<file path="src/rtl/flrsp_pkg.sv">
package flrsp_pkg;
    // command codes of the four registers kept here
    localparam logic [7:0] CMD_OC_THRESH = 8'h46;
    localparam logic [7:0] CMD_UC_THRESH = 8'h4B;
    localparam logic [7:0] CMD_OT_THRESH = 8'h4F;
    localparam logic [7:0] CMD_OT_ACTION = 8'h50;
    // reset contents; thresholds start at their most tolerant value
    localparam logic [15:0] OC_THRESH_RST = 16'hFFFF;
    localparam logic [15:0] UC_THRESH_RST = 16'h0000;
    localparam logic [15:0] OT_THRESH_RST = 16'hFFFF;
    localparam logic [7:0] OT_ACTION_RST = 8'h00;
    // fields of the over-temperature action byte
    localparam int ACT_MODE_HI = 7;
    localparam int ACT_MODE_LO = 6;
    localparam int ACT_RETRY_HI = 5;
    localparam int ACT_RETRY_LO = 3;
    localparam int ACT_DELAY_HI = 2;
    localparam int ACT_DELAY_LO = 0;
    // response modes
    localparam logic [1:0] MODE_IGNORE = 2'h0;
    localparam logic [1:0] MODE_RUN_RETRY = 2'h1;
    localparam logic [1:0] MODE_OFF_RETRY = 2'h2;
    localparam logic [1:0] MODE_OFF_CLEAR = 2'h3;
    // retry codes with a special meaning
    localparam logic [2:0] RETRY_NONE = 3'h0;
    localparam logic [2:0] RETRY_ENDLESS = 3'h7;
    // delay units and the clock rate
    localparam int CLK_HZ = 40_000_000;
    localparam int RUN_UNIT_MS = 80;
    localparam int RETRY_UNIT_MS = 32;
    localparam int RUN_UNIT_CYC = (CLK_HZ / 1000) * RUN_UNIT_MS;
    localparam int RETRY_UNIT_CYC = (CLK_HZ / 1000) * RETRY_UNIT_MS;
    // timer must hold seven of the longer unit
    localparam int TMR_W = 25;
    // fault response states, one-hot
    typedef enum logic [5:0] {
        FLRSP_RUN = 6'h01,
        FLRSP_DELAY = 6'h02,
        FLRSP_OFFWAIT = 6'h04,
        FLRSP_RESTART = 6'h08,
        FLRSP_LATCH = 6'h10,
        FLRSP_HOLD = 6'h20
    } flrsp_state_t;
endpackage

</file>
<file path="src/rtl/flrsp_fault_limit.sv">
`timescale 1ns/1ps
// Notes on behaviour
// - sixteen-bit over-current threshold at 0x46
// - sixteen-bit under-current threshold at 0x4B
// - sixteen-bit over-temperature threshold at 0x4F
// - thresholds by word, action by byte
// - any temperature fault: alert low, flag set
// - mode 00 keeps the output running
// - mode 01 runs on for delay units
// - mode 01 fault persisting then follows retry
// - mode 10 disables at once, then retries
// - retry 000 stays off until cleared
// - retry 001 one attempt, then latched off
// - attempt starts spaced by delay units
// - retry code gives number of attempts
// - unit 80 ms running, 32 ms retrying
// - retry 111 retries until output disabled
module flrsp_fault_limit
    import flrsp_pkg::*;
#(
    parameter int RUN_UNIT = RUN_UNIT_CYC,
    parameter int RETRY_UNIT = RETRY_UNIT_CYC
)(
    // clock and reset
    input wire logic ref_clk,
    input wire logic arst_n,
    // decoded command transfers from the serial bus engine
    input wire logic cmd_valid,
    input wire logic cmd_write,
    input wire logic cmd_word,
    input wire logic [7:0] cmd_code,
    input wire logic [15:0] cmd_wdata,
    output logic [15:0] rsp_rdata,
    output logic rsp_valid,
    output logic rsp_err,
    // measurements from the converter logic
    input wire logic temp_valid,
    input wire logic [15:0] temp_value,
    input wire logic iout_valid,
    input wire logic [15:0] iout_value,
    // host control
    input wire logic op_enable,
    input wire logic fault_clear,
    // status and power stage
    output logic out_enable,
    output logic ot_fault_flag,
    output logic oc_fault_flag,
    output logic uc_fault_flag,
    output logic alert_output_line_n
);

    // whole state of the block
    typedef struct packed {
        flrsp_state_t st;
        logic [TMR_W-1:0] tmr;
        logic [2:0] tries;
        logic [15:0] oc_lim;
        logic [15:0] uc_lim;
        logic [15:0] ot_lim;
        logic [7:0] ot_act;
        logic ot_now;
        logic ot_flag;
        logic oc_flag;
        logic uc_flag;
        logic out_en;
        logic [15:0] rdata;
        logic rvalid;
        logic rerr;
    } flrsp_regs_t;

    localparam flrsp_regs_t REGS_RST = '{
        st: FLRSP_RUN, tmr: '0, tries: 3'h0,
        oc_lim: OC_THRESH_RST, uc_lim: UC_THRESH_RST,
        ot_lim: OT_THRESH_RST, ot_act: OT_ACTION_RST,
        ot_now: 1'b0, ot_flag: 1'b0, oc_flag: 1'b0, uc_flag: 1'b0,
        out_en: 1'b0, rdata: 16'h0000, rvalid: 1'b0, rerr: 1'b0
    };

    flrsp_regs_t q; // registered state
    flrsp_regs_t d; // next state
    logic [1:0] mode; // response mode field
    logic [2:0] retry; // retry setting field
    logic [2:0] units; // delay unit count field
    logic ot_det; // this measurement is over the limit
    logic oc_det; // current over its upper threshold
    logic uc_det; // current under its lower threshold
    logic wr_word; // word write accepted
    logic wr_byte; // byte write accepted
    logic tries_left; // another restart attempt is allowed
    logic [TMR_W-1:0] run_load; // continued-operation delay
    logic [TMR_W-1:0] retry_load; // spacing of attempts

    assign mode = q.ot_act[ACT_MODE_HI:ACT_MODE_LO];
    assign retry = q.ot_act[ACT_RETRY_HI:ACT_RETRY_LO];
    assign units = q.ot_act[ACT_DELAY_HI:ACT_DELAY_LO];
    // threshold compare
    // raw compare of the linear words; both share the same exponent
    assign ot_det = temp_valid && (temp_value > q.ot_lim);
    assign oc_det = iout_valid && (iout_value > q.oc_lim);
    assign uc_det = iout_valid && (iout_value < q.uc_lim);
    assign run_load = TMR_W'(32'(units) * 32'(RUN_UNIT));
    assign retry_load = TMR_W'(32'(units) * 32'(RETRY_UNIT));
    assign tries_left = (retry == RETRY_ENDLESS) || (q.tries < retry);
    assign wr_word = cmd_valid && cmd_write && cmd_word;
    assign wr_byte = cmd_valid && cmd_write && !cmd_word;

    // next-state logic for registers, flags and the response machine
    always_comb
    begin
        d = q;
        d.rvalid = cmd_valid;
        d.rerr = 1'b0;
        // register access, decoded by command code
        if (cmd_valid && (cmd_code == CMD_OC_THRESH))
        begin
            if (!cmd_word)
                d.rerr = 1'b1;
            else if (wr_word)
                d.oc_lim = cmd_wdata;
            d.rdata = q.oc_lim;
        end
        else if (cmd_valid && (cmd_code == CMD_UC_THRESH))
        begin
            if (!cmd_word)
                d.rerr = 1'b1;
            else if (wr_word)
                d.uc_lim = cmd_wdata;
            d.rdata = q.uc_lim;
        end
        else if (cmd_valid && (cmd_code == CMD_OT_THRESH))
        begin
            if (!cmd_word)
                d.rerr = 1'b1;
            else if (wr_word)
                d.ot_lim = cmd_wdata;
            d.rdata = q.ot_lim;
        end
        else if (cmd_valid && (cmd_code == CMD_OT_ACTION))
        begin
            if (cmd_word)
                d.rerr = 1'b1;
            else if (wr_byte)
                d.ot_act = cmd_wdata[7:0];
            d.rdata = {8'h00, q.ot_act};
        end
        else if (cmd_valid)
        begin
            // unknown code: refused, reads zero
            d.rerr = 1'b1;
            d.rdata = 16'h0000;
        end
        // latest temperature verdict, kept between measurements
        if (temp_valid)
            d.ot_now = ot_det;
        // sticky flags: a set in the clear cycle wins
        if (fault_clear)
        begin
            d.ot_flag = 1'b0;
            d.oc_flag = 1'b0;
            d.uc_flag = 1'b0;
        end
        if (ot_det)
            d.ot_flag = 1'b1;
        if (oc_det)
            d.oc_flag = 1'b1;
        if (uc_det)
            d.uc_flag = 1'b1;
        // timer counts down to zero and rests there
        if (q.tmr != '0)
            d.tmr = q.tmr - TMR_W'(1);
        case (q.st)
            FLRSP_RUN:
            begin
                // a new episode starts with a fresh attempt count
                if (ot_det && op_enable)
                begin
                    d.tries = 3'h0;
                    case (mode)
                        MODE_IGNORE:
                            d.st = FLRSP_RUN;
                        MODE_RUN_RETRY:
                        begin
                            d.st = FLRSP_DELAY;
                            d.tmr = run_load;
                        end
                        MODE_OFF_RETRY:
                        begin
                            d.st = (retry == RETRY_NONE) ? FLRSP_LATCH : FLRSP_OFFWAIT;
                            d.tmr = retry_load;
                        end
                        default:
                            d.st = FLRSP_HOLD;
                    endcase
                end
            end
            FLRSP_DELAY:
            begin
                if (q.tmr == '0)
                begin
                    if (!q.ot_now)
                        d.st = FLRSP_RUN;
                    else if (retry == RETRY_NONE)
                        d.st = FLRSP_LATCH;
                    else
                    begin
                        d.st = FLRSP_OFFWAIT;
                        d.tmr = retry_load;
                    end
                end
            end
            FLRSP_OFFWAIT:
            begin
                if (q.tmr == '0)
                begin
                    d.st = FLRSP_RESTART;
                    d.tmr = retry_load;
                    d.tries = q.tries + 3'h1;
                end
            end
            FLRSP_RESTART:
            begin
                // an attempt fails if the fault shows while it runs
                if (ot_det)
                begin
                    if (tries_left)
                        d.st = FLRSP_OFFWAIT; // timer runs on from the attempt start
                    else
                        d.st = FLRSP_LATCH;
                end
                else if (q.tmr == '0)
                    d.st = FLRSP_RUN;
            end
            FLRSP_LATCH:
            begin
                if (fault_clear)
                    d.st = FLRSP_RUN;
            end
            FLRSP_HOLD:
            begin
                if (!q.ot_now)
                    d.st = FLRSP_RUN;
            end
            default:
                d.st = FLRSP_RUN;
        endcase
        if (!op_enable)
            d.st = FLRSP_RUN;
        // output runs only in the operating states
        d.out_en = op_enable && ((d.st == FLRSP_RUN) || (d.st == FLRSP_DELAY)
                   || (d.st == FLRSP_RESTART));
    end
    // single state register
    always_ff @(posedge ref_clk or negedge arst_n)
    begin
        if (!arst_n)
            q <= REGS_RST;
        else
            q <= d;
    end
    // outputs straight from the state register
    assign rsp_rdata = q.rdata;
    assign rsp_valid = q.rvalid;
    assign rsp_err = q.rerr;
    assign out_enable = q.out_en;
    assign ot_fault_flag = q.ot_flag;
    assign oc_fault_flag = q.oc_flag;
    assign uc_fault_flag = q.uc_flag;
    assign alert_output_line_n = !(q.ot_flag || q.oc_flag || q.uc_flag);
endmodule

</file>
<file path="config.mk">
export PLATFORM = sky130hd
export DESIGN_NAME = flrsp_fault_limit
export DESIGN_NICKNAME = d
export VERILOG_FILES = /design/src/rtl/flrsp_pkg.sv /design/src/rtl/flrsp_fault_limit.sv
export SDC_FILE = /design/constraint.sdc
export NUM_CORES = 1
export LEC_CHECK = 0
export CELL_PAD_IN_SITES_DETAIL_PLACEMENT = 0
export CELL_PAD_IN_SITES_GLOBAL_PLACEMENT = 1
export CORE_MARGIN = 2
export CORE_UTILIZATION = 45
export DETAILED_ROUTE_END_ITERATION = 8
export DONT_BUFFER_PORTS = 1
export PLACE_DENSITY = 0.74
export SLEW_MARGIN = 20
export SYNTH_ARGS = -nofsm -noshare
export SYNTH_HDL_FRONTEND = slang
export SYNTH_SLANG_ARGS = --single-unit
</file>
<file path="constraint.sdc">
create_clock -name ref_clk -period 2.6 [get_ports ref_clk]
set_input_delay 0.39 -clock ref_clk [delete_from_list [all_inputs] [get_ports ref_clk]]
set_output_delay 0.39 -clock ref_clk [all_outputs]
set_load 0.01 [all_outputs]
</file>
Yosys cells after proc, flatten, opt, wreduce, memory -nomap -nowiden
Cells that the tools add are included.

cells by class
  add/subtract/negate cells = 2
  multipliers = 2
  $lt $le $gt $ge = 4
  eq/ne operators = 18
  muxes and demuxes = 35
  bitwise logic cells = 4
  reduce and logical (&&, ||, !) cells = 33

operator list
  kind                                                  count
  two-way mux 16 bit                                    5
  two-way mux 25 bit                                    3
  one-hot mux 25 bit (3 select lines)                   1
  two-way mux 34 bit                                    2
  one-hot mux 25 bit (2 select lines)                   1
  one-hot mux 6 bit (6 select lines)                    1
  equality test 8 x 7 -> 1 bit (second input constant)  4
  > comparator 16 bit                                   2
  two-way mux 31 bit                                    1
  two-way mux 6 bit                                     5
  logical NOT 25 bit                                    1
  nonzero test 25 bit                                   1
  subtractor 25 x 1 -> 25 bit (second input constant)   1
  one-hot mux 6 bit (3 select lines)                    1
  less-than comparator 16 bit                           1
  multiplier 3 x 12 -> 15 bit (second input constant)   1
  two-way mux 5 bit                                     3
  multiplier 3 x 10 -> 13 bit (second input constant)   1
  equality test 6 x 1 -> 1 bit (second input constant)  2
  equality test 6 x 2 -> 1 bit (second input constant)  2
  equality test 6 x 4 -> 1 bit (second input constant)  2
  logical AND 1 bit                                     12
  two-way mux 1 bit                                     10
  nonzero test 2 bit                                    4
  other kinds (21)                                      31

storage, ports and cells
  bits in registers = 113
  input bits = 65
  output and inout port bits = 23

Logic depth before layout (Yosys ltp)
Gate-level depths: netlist (run 1).

  word-level depth = 11
  mapped depth = 12
  depth with buffers taken out = 10

Least setup slack after synthesis (run 1)
OpenSTA, ideal clock, no wires.

  path kind = reg2reg
  from = reg q[45] (netlist name)
  to = reg q, in the netlist out_enable
  library setup time = 0.111 ns
  data arrival time = 2.654 ns
  setup slack = -0.165 ns
  stages on the path, launching flop included = 10
  buffers on the path = 0
  period minus slack after synthesis = 2.765 ns
  path through = dfstp_2 > inv_1 > ha_1 > nand4_1 > or4_1 > a21oi_1 > o31ai_1 > a221o_2 > xnor2_1 > a2111oi_2

RTL lines
  element                 line                      text
  from (decl)             flrsp_fault_limit.sv:79   flrsp_regs_t q;
  from (signal assigned)  flrsp_fault_limit.sv:256  q <= REGS_RST;
  from (signal assigned)  flrsp_fault_limit.sv:258  q <= d;

==> metrics.log, run 1 <==
INFO  metric clock_path_buffers = 2
INFO  metric max_capacitance_violation_total = 0
INFO  metric fin_worst_hold_slack = -0.3267 ns
INFO  metric async_flop_share = 1.000
INFO  metric postSynthNetCount = 874
INFO  metric worstSetupPathType = register to register
INFO  metric fin_skew = 0.01248 ns
INFO  metric clock_sink_total = 113
INFO  metric std_cell_rows = 46
INFO  metric ctsHoldBuffers = 1
INFO  metric cts_tree = yes
INFO  metric multiInputGateArea = 0.004136 mm^2
INFO  metric grt_pass1_wl = 31290 um
INFO  metric preCtsSetupSlack = -0.2225 ns
INFO  metric synthDominantAreaCellType = sky130_fd_sc_hd__dfrtp_1
INFO  metric timing.critical_path.from_type = register
INFO  metric yosys.cell_count.top_type = sky130_fd_sc_hd__nand2_1
INFO  metric rsz_0062_raised_after_global_routing = yes
INFO  metric routed_wirelength = 19580 um
INFO  metric timing.critical_path.required = 2.91 ns
INFO  metric final-hold-violation-count = 113
INFO  metric timing.final.setup_violations = 22
INFO  metric cts.root.buffer_cell = sky130_fd_sc_hd__clkbuf_16
INFO  metric synth_sequential_area_ratio = 0.3969
INFO  metric floorplan.die_area = 0.01710 mm^2
INFO  metric seq_area = 0.002869 mm^2
INFO  metric die-width = 130.8 um
INFO  metric drcViolationCount = 0
INFO  metric routed_wire_length_per_instance = 19.19 um
INFO  metric timing.slew.headroom = 0.5344
INFO  metric worst_path_max_delay_cell = sky130_fd_sc_hd__dfstp_2
INFO  metric grtUsageMet1 = 0.2859
INFO  metric grt_usage = 0.2408
INFO  metric floorplan.die.height = 130.8 um
INFO  metric cts_buffers = 17
INFO  metric io-pin-count = 88
INFO  metric worstSetupEndpointType = register
INFO  metric globalRouteMet3Util = 0.07492
INFO  metric use_met2 = 0.4197
INFO  metric min-delay-path-class = input pin to async pin
INFO  metric tightestPinTransition = 0.6959 ns
INFO  metric synthToLayoutAreaGrowth = 21.11%
INFO  metric finalCoreUtilization = 0.5552
INFO  metric netlist_area = 0.007229 mm^2
INFO  metric clock.fmax = 360.2 MHz
INFO  metric synth_edf_count = 0
INFO  metric synth_flop_cell = sky130_fd_sc_hd__dfrtp_1
INFO  metric maximum_number_of_pins_on_one_net_before_global_route_repair = 114
INFO  metric port_buffers = 0
INFO  metric placeableCoreArea = 0.01577 mm^2
INFO  metric clock_tree.htree_level_count = 4
INFO  metric grt_remaining_overflow = 0
INFO  metric ys_ff_latch = 113
INFO  metric finalCritPeriodShare = 1.068
INFO  metric status = finished with violations
INFO  metric synth.cells.most_frequent = sky130_fd_sc_hd__nand2_1 (83), sky130_fd_sc_hd__dfrtp_1 (80), sky130_fd_sc_hd__ha_1 (69)
INFO  metric layout-drive-gt1-share = 0.2973
INFO  metric yosys.area.top_type_share = 0.2769
INFO  metric timing.final.ws_setup = -0.1761 ns
INFO  metric detailedPlacementHpwl = 14470 um
INFO  metric busiest_layer = met2
INFO  metric vias = 5691
INFO  metric nets = 928
INFO  metric worstPathMaxFanout = 8
INFO  metric syn-mean-instance-area = 9.809 um^2
INFO  metric cellPowerDensity = 585.8 mW/mm^2
INFO  metric violations = negative hold slack, negative setup slack
INFO  metric cts.clk_slew.worst_paths = 0.06 ns
INFO  metric finalMaxSlewViolations = 0
INFO  metric last_weighted_congestion_value_of_the_routability_driven_placer = 0.8652
INFO  metric first_global_vias = 5869
INFO  metric drt.antenna.violating_nets = 0
INFO  metric initialDrtViolationCount = 392
INFO  metric netlist_instances = 737
INFO  metric start_util = 0.4584
INFO  metric total_leakage_power = 0.003945 uW
INFO  metric ys_top_cells_by_area = sky130_fd_sc_hd__dfrtp_1 (28%), sky130_fd_sc_hd__dfstp_2 (12%), sky130_fd_sc_hd__ha_1 (12%), sky130_fd_sc_hd__mux2_2 (5.5%), sky130_fd_sc_hd__nand2_1 (4.3%)
INFO  metric design_power_total = 5129 uW
INFO  metric num-fill-cells = 1406
INFO  metric critical_path.n_buffers_inverters = 1
INFO  metric crit_path_cell_trace = inv_2, ha_4, nand4_1, or4_4, o21a_1, o31a_1, a31o_2, xnor2_1, a2111oi_2
INFO  metric antennaDiodeCount = 0
INFO  metric vdd_drop_max = 0.6058 mV
INFO  metric post-route-min-period = 2.776 ns
INFO  metric largest_stage_delay_on_the_critical_path = 0.54 ns
INFO  metric timing.critical_path.max_delay_family = compound AO/OA/AOI/OAI gates
INFO  metric antenna_found_initial = 0
INFO  metric worst_skew_pair.late_latency = 0.42 ns
INFO  metric cp_data_arrival_time = 3.09 ns
INFO  metric ys_warn_count = 0
INFO  metric synth.distinct_cells = 73
INFO  metric first_pass_iters = 5
INFO  metric drt-vias-per-instance = 5.579
-- cells in the final DEF (no fill, tap or decap), drive strengths merged, types with 4 or more instances in the layout --
master,netlist,layout
clkinv,1,6
a21o,15,15
nand4,9,9
dfstp,33,33
ha,69,69
mux2,35,35
xnor2,17,17
inv,64,70
dfrtp,80,80
buf,21,70
clkbuf,17,19
nor3,16,16
nor4,5,5
a222oi,16,16
a31oi,7,7
or3,6,6
nor2,39,39
or2,5,5
a22oi,14,14
nand2,83,83
o21ai,51,51
or4,7,7
nand3,10,10
nand2b,9,9
o211ai,4,4
mux2i,4,4
and2,4,4
xor2,11,11
a21oi,25,25
nor2b,6,6
a221o,7,7
-- kinds of logic after synthesis --
| logic type | Yosys count | synth area share |
|---|---|---|
| flops | 113 | 0.3968 |
| buf+inv | 103 | 0.06559 |
| compound gates | 167 | 0.1629 |
| fa+ha+maj | 72 | 0.1277 |
| simple gates | 215 | 0.1530 |
| mux | 39 | 0.06006 |
| xor+xnor | 28 | 0.03392 |
-- per-layer routing --
layer  vias to the layer above  wire length [um]
li1                       2748                 -
met1                      2772              8037
met2                       144              9952
met3                        27              1250
met4                         0               337
met5                         -                 0
-- path summary, 6_finish.rpt --
check                      slack (ns)  depth (start not counted)                        end         startpoint
max                             -0.18                          9       out_enable$_DFF_PN0_  q[43]$_DFFE_PN1P_
min                             -0.33                          0           q[101]$_DFF_PN0_             arst_n
max reg2reg                     -0.18                          9       out_enable$_DFF_PN0_  q[43]$_DFFE_PN1P_
min reg2reg                      0.51                          2  rsp_rdata[14]$_DFFE_PN0P_  q[61]$_DFFE_PN0P_
max in group asynchronous        2.69                          0          q[37]$_DFFE_PN1P_             arst_n
min in group ref_clk             0.07                          2          q[65]$_DFFE_PN1P_       cmd_wdata[2]
-- registers in the layout, indices dropped and copies added, names as in the netlist --
signal         count
rsp_rdata         16
rsp_err            1
ot_fault_flag      1
out_enable         1
uc_fault_flag      1
mode               2
oc_fault_flag      1
rsp_valid          1
q                 89
-- worst register-to-register path, stage by stage (launching register included) --
cell                        delay [ns]
sky130_fd_sc_hd__dfstp_2          0.54
sky130_fd_sc_hd__inv_2            0.04
sky130_fd_sc_hd__ha_4             0.25
sky130_fd_sc_hd__nand4_1          0.13
sky130_fd_sc_hd__or4_4            0.53
sky130_fd_sc_hd__o21a_1           0.23
sky130_fd_sc_hd__o31a_1           0.22
sky130_fd_sc_hd__a31o_2           0.26
sky130_fd_sc_hd__xnor2_1          0.15
sky130_fd_sc_hd__a2111oi_2        0.30
-- what timing repair did --
action | CTS | global route
gates cloned | 1 | 2
setup endpoints to repair | 21 | 32
gates resized for setup | 29 | 30
pin swaps | 16 | 18
setup buffers | 3 | 5
hold endpoints to repair | 114 | 113
-- area by class of cell --
| type | instances | area share |
|---|---|---|
| repair buffers | 73 | 0.07274 |
| multi-input cells | 521 | 0.4724 |
| flip-flops and latches | 113 | 0.3277 |
| well taps | 216 | 0.03087 |
| clock inverters | 15 | 0.01986 |
| clock buffers | 17 | 0.04859 |
| inverters | 65 | 0.02787 |
-- per-stage QoR --
step	cells	hold WS [ns]	TNS (ns)	instance area, um^2
after floorplan	737	0.09441	-0.1734	7281
after global placement	979	0.1011	-1.208	7791
after detailed placement	979	0.1013	-2.059	7791
after CTS	1014	-0.3548	-1.634	8539
after global routing	1020	-0.3517	-4.325	8756
final	1020	-0.3267	-1.571	8756
-- where the power goes --
group          total [uW]  internal (uW)  switching (uW)
Sequential           2000           1890             108
Combinational         762            374             388
Clock                2360           1440             928
Total                5130           3710            1420
No activity file was read; power rests on OpenSTA's default activity.
==> run 2: changes to the inputs <==
- CORE_UTILIZATION: 45 -> 50
- PLACE_DENSITY: 0.74 -> 0.78
- clock period: 2.6 -> 3.05 ns (I/O delays scaled with it)
==> metrics.log, run 2 (synthesis results as in run 1) <==
INFO  metric fin_area = 0.008014 mm^2 (-8.5%)
INFO  metric port_buffers = 0 (unchanged)
INFO  metric post_dp_cell_area = 0.007352 mm^2 (-5.6%)
INFO  metric worst_skew_pair.late_latency = 0.42 ns (about the same)
INFO  metric routed_wirelength = 17850 um (-8.8%)
INFO  metric first_global_vias = 5626 (-4.1%)
INFO  metric worstSetupPathType = register to register
INFO  metric design_power_total = 4229 uW (-18%)
INFO  metric placeableCoreArea = 0.01399 mm^2 (-11%)
INFO  metric register_containing_the_most_flip_flops_in_the_final_layout = q
INFO  metric drt.antenna.violating_nets = 0 (unchanged)
INFO  metric post-route-min-period = 2.875 ns (+0.09854 ns)
INFO  metric mostFrequentLayoutCell = sky130_fd_sc_hd__nand2_1
INFO  metric r2r_end = q[100]$_DFF_PN0_
INFO  metric clock_sink_total = 113 (unchanged)
INFO  metric worstPathMaxFanout = 10 (+2)
INFO  metric cts_buffers = 17 (unchanged)
INFO  metric clock_tree.htree_level_count = 4 (unchanged)
INFO  metric violations = negative hold slack
INFO  metric timing.critical_path.from_type = register
INFO  metric regToRegSetupSlack = 0.18 ns (+0.35 ns)
INFO  metric layout-drive-gt1-share = 0.1960 (-0.1013)
INFO  metric timing.critical_path.max_delay_family = compound AO/OA/AOI/OAI gates
INFO  metric finalMaxSlewViolations = 0 (unchanged)
INFO  metric final_cell_mix = sky130_fd_sc_hd__nand2_1 (83), sky130_fd_sc_hd__dfrtp_1 (80), sky130_fd_sc_hd__ha_1 (69)
INFO  metric r2r_start = q[45]$_DFFE_PN1P_
INFO  metric antenna_found_initial = 0 (unchanged)
INFO  metric grt_pass1_wl = 29560 um (-5.5%)
INFO  metric vias = 5458 (-4.1%)
INFO  metric finalCritPeriodShare = 0.9425 (-0.1252)
INFO  metric first_pass_iters = 5 (unchanged)
INFO  metric reg2regPathDepth = 11 (+2)
INFO  metric total_leakage_power = 0.003637 uW (-7.8%)
INFO  metric vdd_drop_max = 0.3437 mV (-43%)
INFO  metric timing.final.setup_violations = 0 (-100%)
INFO  metric setup_total_negative_slack = 0 ns (+1.571 ns)
INFO  metric critical_path.startpoint = q[45]$_DFFE_PN1P_
INFO  metric antennaDiodeCount = 0 (unchanged)
INFO  metric floorplan.die_area = 0.01544 mm^2 (-9.7%)
INFO  metric initialDrtViolationCount = 410 (+4.6%)
INFO  metric number_of_flip_flops_in_the_largest_register = 89 (unchanged)
INFO  metric cellPowerDensity = 527.7 mW/mm^2 (-9.9%)
INFO  metric routed_wire_length_per_instance = 19.19 um (about the same)
INFO  metric critical_path.n_buffers_inverters = 3 (+2)
INFO  metric timing.final.ws_setup = 0.1754 ns (+0.3515 ns)
INFO  metric timing.slew.headroom = 0.6004 (+0.06608)
INFO  metric detailedPlacementHpwl = 13720 um (-5.1%)
INFO  metric start_util = 0.5168 (+0.05839)
INFO  metric cp_data_arrival_time = 3.17 ns (+0.08 ns)
INFO  metric num-fill-cells = 1218 (-13%)
INFO  metric worstSetupEndpointType = register
INFO  metric std_cell_rows = 43 (-6.5%)
INFO  metric clock_path_buffers = 2 (unchanged)
INFO  metric preCtsSetupSlack = 0.03663 ns (+0.2591 ns)
INFO  metric largest_stage_delay_on_the_critical_path = 0.54 ns (about the same)
INFO  metric fin_skew = 0.01036 ns (-0.002117 ns)
INFO  metric die-width = 124.2 um (-5.0%)
INFO  metric rsz_0062_raised_after_global_routing = no
INFO  metric maximum_number_of_pins_on_one_net_before_global_route_repair = 114 (unchanged)
INFO  metric status = finished with violations
INFO  metric nets = 875 (-5.7%)
INFO  metric timing.critical_path.required = 3.35 ns (+0.44 ns)
INFO  metric final-hold-violation-count = 10 (-91%)
INFO  metric cts_tree = yes
INFO  metric clock.fmax = 347.9 MHz (-3.4%)
INFO  metric grt_remaining_overflow = 0 (unchanged)
INFO  metric tightestPinTransition = 0.5971 ns (-0.09876 ns)
INFO  metric max_capacitance_violation_total = 0 (unchanged)
INFO  metric last_weighted_congestion_value_of_the_routability_driven_placer = 0.9159 (+5.9%)
INFO  metric min-delay-path-class = input pin to async pin
INFO  metric synthToLayoutAreaGrowth = 10.85%
INFO  metric drt-vias-per-instance = 5.869 (+5.2%)
INFO  metric fin_worst_hold_slack = -0.02016 ns (+0.3066 ns)
INFO  metric worst_path_max_delay_cell = sky130_fd_sc_hd__dfstp_2
INFO  metric drcViolationCount = 0 (unchanged)
INFO  metric io-pin-count = 88 (unchanged)
INFO  metric floorplan.die.height = 124.2 um (-5.0%)
INFO  metric cts.clk_slew.worst_paths = 0.05 ns (about the same)
INFO  metric grt_usage = 0.2394 (-0.001381)
INFO  metric crit_path_cell_trace = inv_1, ha_1, nand4_1, or4_4, a21oi_2, o31ai_2, buf_4, o31ai_4, buf_6, nor2_1, a221o_1
INFO  metric cts.root.buffer_cell = sky130_fd_sc_hd__clkbuf_16
==> run 2: cell types whose count changed in the layout (fill, tap and decap cells not counted), sizes merged <==
cell,before,now
buf,70,20
bufinv,2,3
clkbuf,19,21
clkinvlp,2,1
dlygate4sd3,1,0
inv,70,65
==> run 2: worst register-to-register path, delay by kind of cell, from the launching register on <==
family | cells | cell delay [ns]
fa+ha+maj | 1 | 0.30
compound gates | 4 | 0.78
buf+inv | 3 | 0.39
simple gates | 3 | 0.74
flops | 1 | 0.54
==> run 2: through the flow <==
stage            util  cells
4_1_cts        0.5701    928
3_3_place_gp   0.5256    896
2_1_floorplan       -    737
3_5_place_dp   0.5256    896
5_1_grt        0.5729    930
6_report       0.5729    930
==> run 2: area by class of cell <==
| cell class | instances | area [um^2] | area share |
|---|---|---|---|
| tap | 180 | 225.2 | 0.02810 |
| multi-input combinational | 521 | 3909 | 0.4877 |
| sequential | 113 | 2869 | 0.3580 |
| timing repair buffer | 20 | 171.4 | 0.02139 |
| inverter | 65 | 244.0 | 0.03044 |
| clock inverter | 10 | 135.1 | 0.01686 |
| clock buffer | 21 | 460.4 | 0.05746 |
==> run 2: worst max path at each step <==
stage / endpoint / slack (ns) / cells after the start
5_1_grt: out_enable$_DFF_PN0_ / 0.007 / 9
3_5_place_dp: q[100]$_DFF_PN0_ / 0.04 / 11
3_3_place_gp: q[100]$_DFF_PN0_ / 0.14 / 11
2_1_floorplan: out_enable$_DFF_PN0_ / 0.28 / 9
6_report: q[100]$_DFF_PN0_ / 0.18 / 11
4_1_cts: q[100]$_DFF_PN0_ / 0.03 / 11
==> run 2: what timing repair did <==
action / CTS / global route
hold buffers: 1 / 0
resized for setup: 0 / 6
endpoints found under the setup margin: 0 / 12
hold endpoints to repair: 113 / 0
setup buffers: 0 / 1
==> run 2: power breakdown <==
part / switching (uW) / internal (uW)
clock: 682 / 1320
combinational: 281 / 218
sequential: 113 / 1620
==> run 2: routing by layer <==
metal,wire length (um),track usage,vias up
met4,326,0.07403,0
li1,-,-,2642
met5,0,0,-
met1,7798,0.3015,2668
met2,8759,0.4024,128
met3,963,0.06454,20
==> run 3: changes to the inputs <==
- CAP_MARGIN: unset -> 0
- CORE_UTILIZATION: 50 -> 52
- CTS_BUF_LIST: unset -> sky130_fd_sc_hd__clkbuf_4 sky130_fd_sc_hd__clkbuf_8
- PLACE_DENSITY: 0.78 -> 0.81
==> metrics.log, run 3 (synthesis results as in run 1) <==
INFO  metric status = finished, final reports clean
INFO  metric first_global_vias = 5734 (+1.9%)
INFO  metric mostFrequentLayoutCell = sky130_fd_sc_hd__nand2_1
INFO  metric power.share.sequential = 0.443 (+0.034)
INFO  metric rsz_0062_raised_after_global_routing = no
INFO  metric worst_skew_pair.late_latency = 0.44 ns (+0.02 ns)
INFO  metric routed_wire_length_per_instance = 18.77 um (-2.2%)
INFO  metric cts_tree = yes
INFO  metric critical_path.n_buffers_inverters = 2 (-1)
INFO  metric std_cell_rows = 43 (unchanged)
INFO  metric seq_area = 0.002869 mm^2 (unchanged)
INFO  metric max_capacitance_violation_total = 0 (unchanged)
INFO  metric clock_path_buffers = 2 (unchanged)
INFO  metric last_weighted_congestion_value_of_the_routability_driven_placer = 0.8794 (-4.0%)
INFO  metric switchingPower = 1000 uW (-7.1%)
INFO  metric clock.fmax = 346.9 MHz (-0.27%)
INFO  metric largest_stage_delay_on_the_critical_path = 0.54 ns (about the same)
INFO  metric multiInputGateArea = 0.003928 mm^2 (+0.48%)
INFO  metric worst_path_max_delay_cell = sky130_fd_sc_hd__dfstp_2
INFO  metric clock_sink_total = 113 (unchanged)
INFO  metric clock_tree.htree_level_count = 4 (unchanged)
INFO  metric layout-drive-gt1-share = 0.1981 (+0.002138)
INFO  metric antenna_found_initial = 0 (unchanged)
INFO  metric finalCritPeriodShare = 0.9450 (+0.002534)
INFO  metric timing.critical_path.max_delay_family = simple AND/OR/NAND/NOR gates
INFO  metric timing.slew.headroom = 0.4337 (-0.1668)
INFO  metric die-width = 121.9 um (-1.9%)
INFO  metric min-delay-path-class = input pin to register
INFO  metric io-pin-count = 88 (unchanged)
INFO  metric switching_share = 0.2566 (+0.002063)
INFO  metric cts.clk_slew.worst_paths = 0.07 ns (+0.02 ns)
INFO  metric cp_data_arrival_time = 3.22 ns (+0.05 ns)
INFO  metric total_leakage_power = 0.003585 uW (-1.4%)
INFO  metric drt-vias-per-instance = 5.877 (+0.13%)
INFO  metric port_buffers = 0 (unchanged)
INFO  metric worstSetupEndpointType = register
INFO  metric start_util = 0.5269 (+0.01013)
INFO  metric maximum_number_of_pins_on_one_net_before_global_route_repair = 114 (unchanged)
INFO  metric final-hold-violation-count = 0 (-10)
INFO  metric worstSetupPathType = register to register
INFO  metric first_pass_iters = 8 (+3)
INFO  metric cellPowerDensity = 491.2 mW/mm^2 (-6.9%)
INFO  metric vias = 5477 (+0.35%)
INFO  metric grt_remaining_overflow = 0 (unchanged)
INFO  metric initialDrtViolationCount = 352 (-14%)
INFO  metric finalMaxSlewViolations = 0 (unchanged)
INFO  metric synthToLayoutAreaGrowth = 9.744%
INFO  metric crit_path_cell_trace = inv_1, ha_1, nand4_1, or4_4, o21a_1, o31ai_1, buf_4, a31oi_1, or2_1, a2111oi_4
INFO  metric floorplan.die.height = 121.9 um (-1.9%)
INFO  metric number_of_flip_flops_in_the_largest_register = 89 (unchanged)
INFO  metric routed_wirelength = 17500 um (-2.0%)
INFO  metric antennaDiodeCount = 0 (unchanged)
INFO  metric drcViolationCount = 0 (unchanged)
INFO  metric cts.root.buffer_cell = sky130_fd_sc_hd__clkbuf_8
INFO  metric detailedPlacementHpwl = 13510 um (-1.5%)
INFO  metric vdd_drop_max = 0.2257 mV (-34%)
INFO  metric combinationalPowerShare = 0.128 (+0.010)
INFO  metric fin_area = 0.007934 mm^2 (-1.0%)
INFO  metric power.internal = 2897 uW (-8.1%)
INFO  metric drt.antenna.violating_nets = 0 (unchanged)
INFO  metric num-fill-cells = 1208 (-0.82%)
INFO  metric setup_total_negative_slack = 0 ns (unchanged)
INFO  metric register_containing_the_most_flip_flops_in_the_final_layout = q
INFO  metric timing.final.setup_violations = 0 (unchanged)
INFO  metric grt_pass1_wl = 29030 um (-1.8%)
INFO  metric worstPathMaxFanout = 5 (-5)
INFO  metric nets = 876 (+0.11%)
INFO  metric placeableCoreArea = 0.01372 mm^2 (-1.9%)
INFO  metric share_of_total_power_in_the_clock_network = 0.429 (-0.044)
INFO  metric fin_skew = 0.007289 ns (-0.003075 ns)
INFO  metric timing.critical_path.from_type = register
INFO  metric post_dp_cell_area = 0.007357 mm^2 (about the same)
INFO  metric final_cell_mix = sky130_fd_sc_hd__nand2_1 (83), sky130_fd_sc_hd__dfrtp_1 (80), sky130_fd_sc_hd__ha_1 (68)
INFO  metric post-route-min-period = 2.882 ns (+0.007729 ns)
INFO  metric timing.critical_path.required = 3.38 ns (+0.03 ns)
INFO  metric finalCoreUtilization = 0.5783 (+0.005397)
INFO  metric cts_buffers = 17 (unchanged)
INFO  metric grt_usage = 0.2532 (+0.01381)
INFO  metric tightestPinTransition = 0.8444 ns (+0.2473 ns)
INFO  metric floorplan.die_area = 0.01486 mm^2 (-3.7%)
run 3: area by class of cell:
class	instances	area share
flip-flops and latches	113	0.3616
clock buffers	23	0.03753
repair buffers	21	0.02429
clock inverters	9	0.02239
inverters	65	0.03075
well taps	180	0.02839
multi-input cells	521	0.4950
run 3: repair_timing:
| action | CTS | global route |
|---|---|---|
| gates resized for setup | 0 | 5 |
| hold buffers | 2 | 0 |
| endpoints found under the setup margin | 0 | 14 |
| hold endpoints to repair | 113 | 0 |
| setup buffers | 0 | 3 |
run 3: final timing paths:
check	start	to	slack, ns	cells after the start
setup / recovery	q[46]$_DFFE_PN1P_	out_enable$_DFF_PN0_	0.17	10
hold / removal	cmd_valid	rsp_valid$_DFF_PN0_	0.04	0
setup reg to reg	q[46]$_DFFE_PN1P_	out_enable$_DFF_PN0_	0.17	10
hold reg to reg	q[39]$_DFFE_PN1P_	rsp_rdata[8]$_DFFE_PN0P_	0.51	2
max in group asynchronous	arst_n	q[67]$_DFFE_PN1P_	1.96	2
min in group asynchronous	arst_n	q[99]$_DFF_PN0_	0.61	2
run 3: routing by layer:
metal  share of wire  track usage  vias to the layer above
li1                -            -                     2641
met1            0.42       0.3109                     2679
met2            0.50       0.4274                      136
met3           0.062      0.08099                       21
met4           0.014      0.07399                        0
met5               0            0                        -
run 3: power by group through the flow:
stage          clock network [uW]  logic, uW  registers (uW)
2_1_floorplan                   0        375            1720
3_3_place_gp                    0        442            1740
3_5_place_dp                    0        460            1750
4_1_cts                      1710        499            1730
5_1_grt                      1790        572            1740
6_report                     1670        498            1730
run 3: metrics by stage:
| step | cells | hold WS [ns] | total power [uW] | worst slack (ns) |
|---|---|---|---|---|
| 2_1_floorplan | 737 | 0.1619 | 2095 | 0.2848 |
| 3_3_place_gp | 895 | 0.1665 | 2185 | 0.1640 |
| 3_5_place_dp | 895 | 0.1653 | 2211 | 0.08548 |
| 4_1_cts | 929 | 0.01239 | 3931 | 0.07411 |
| 5_1_grt | 932 | 0.008766 | 4098 | 0.02849 |
| 6_report | 932 | 0.03823 | 3897 | 0.1677 |
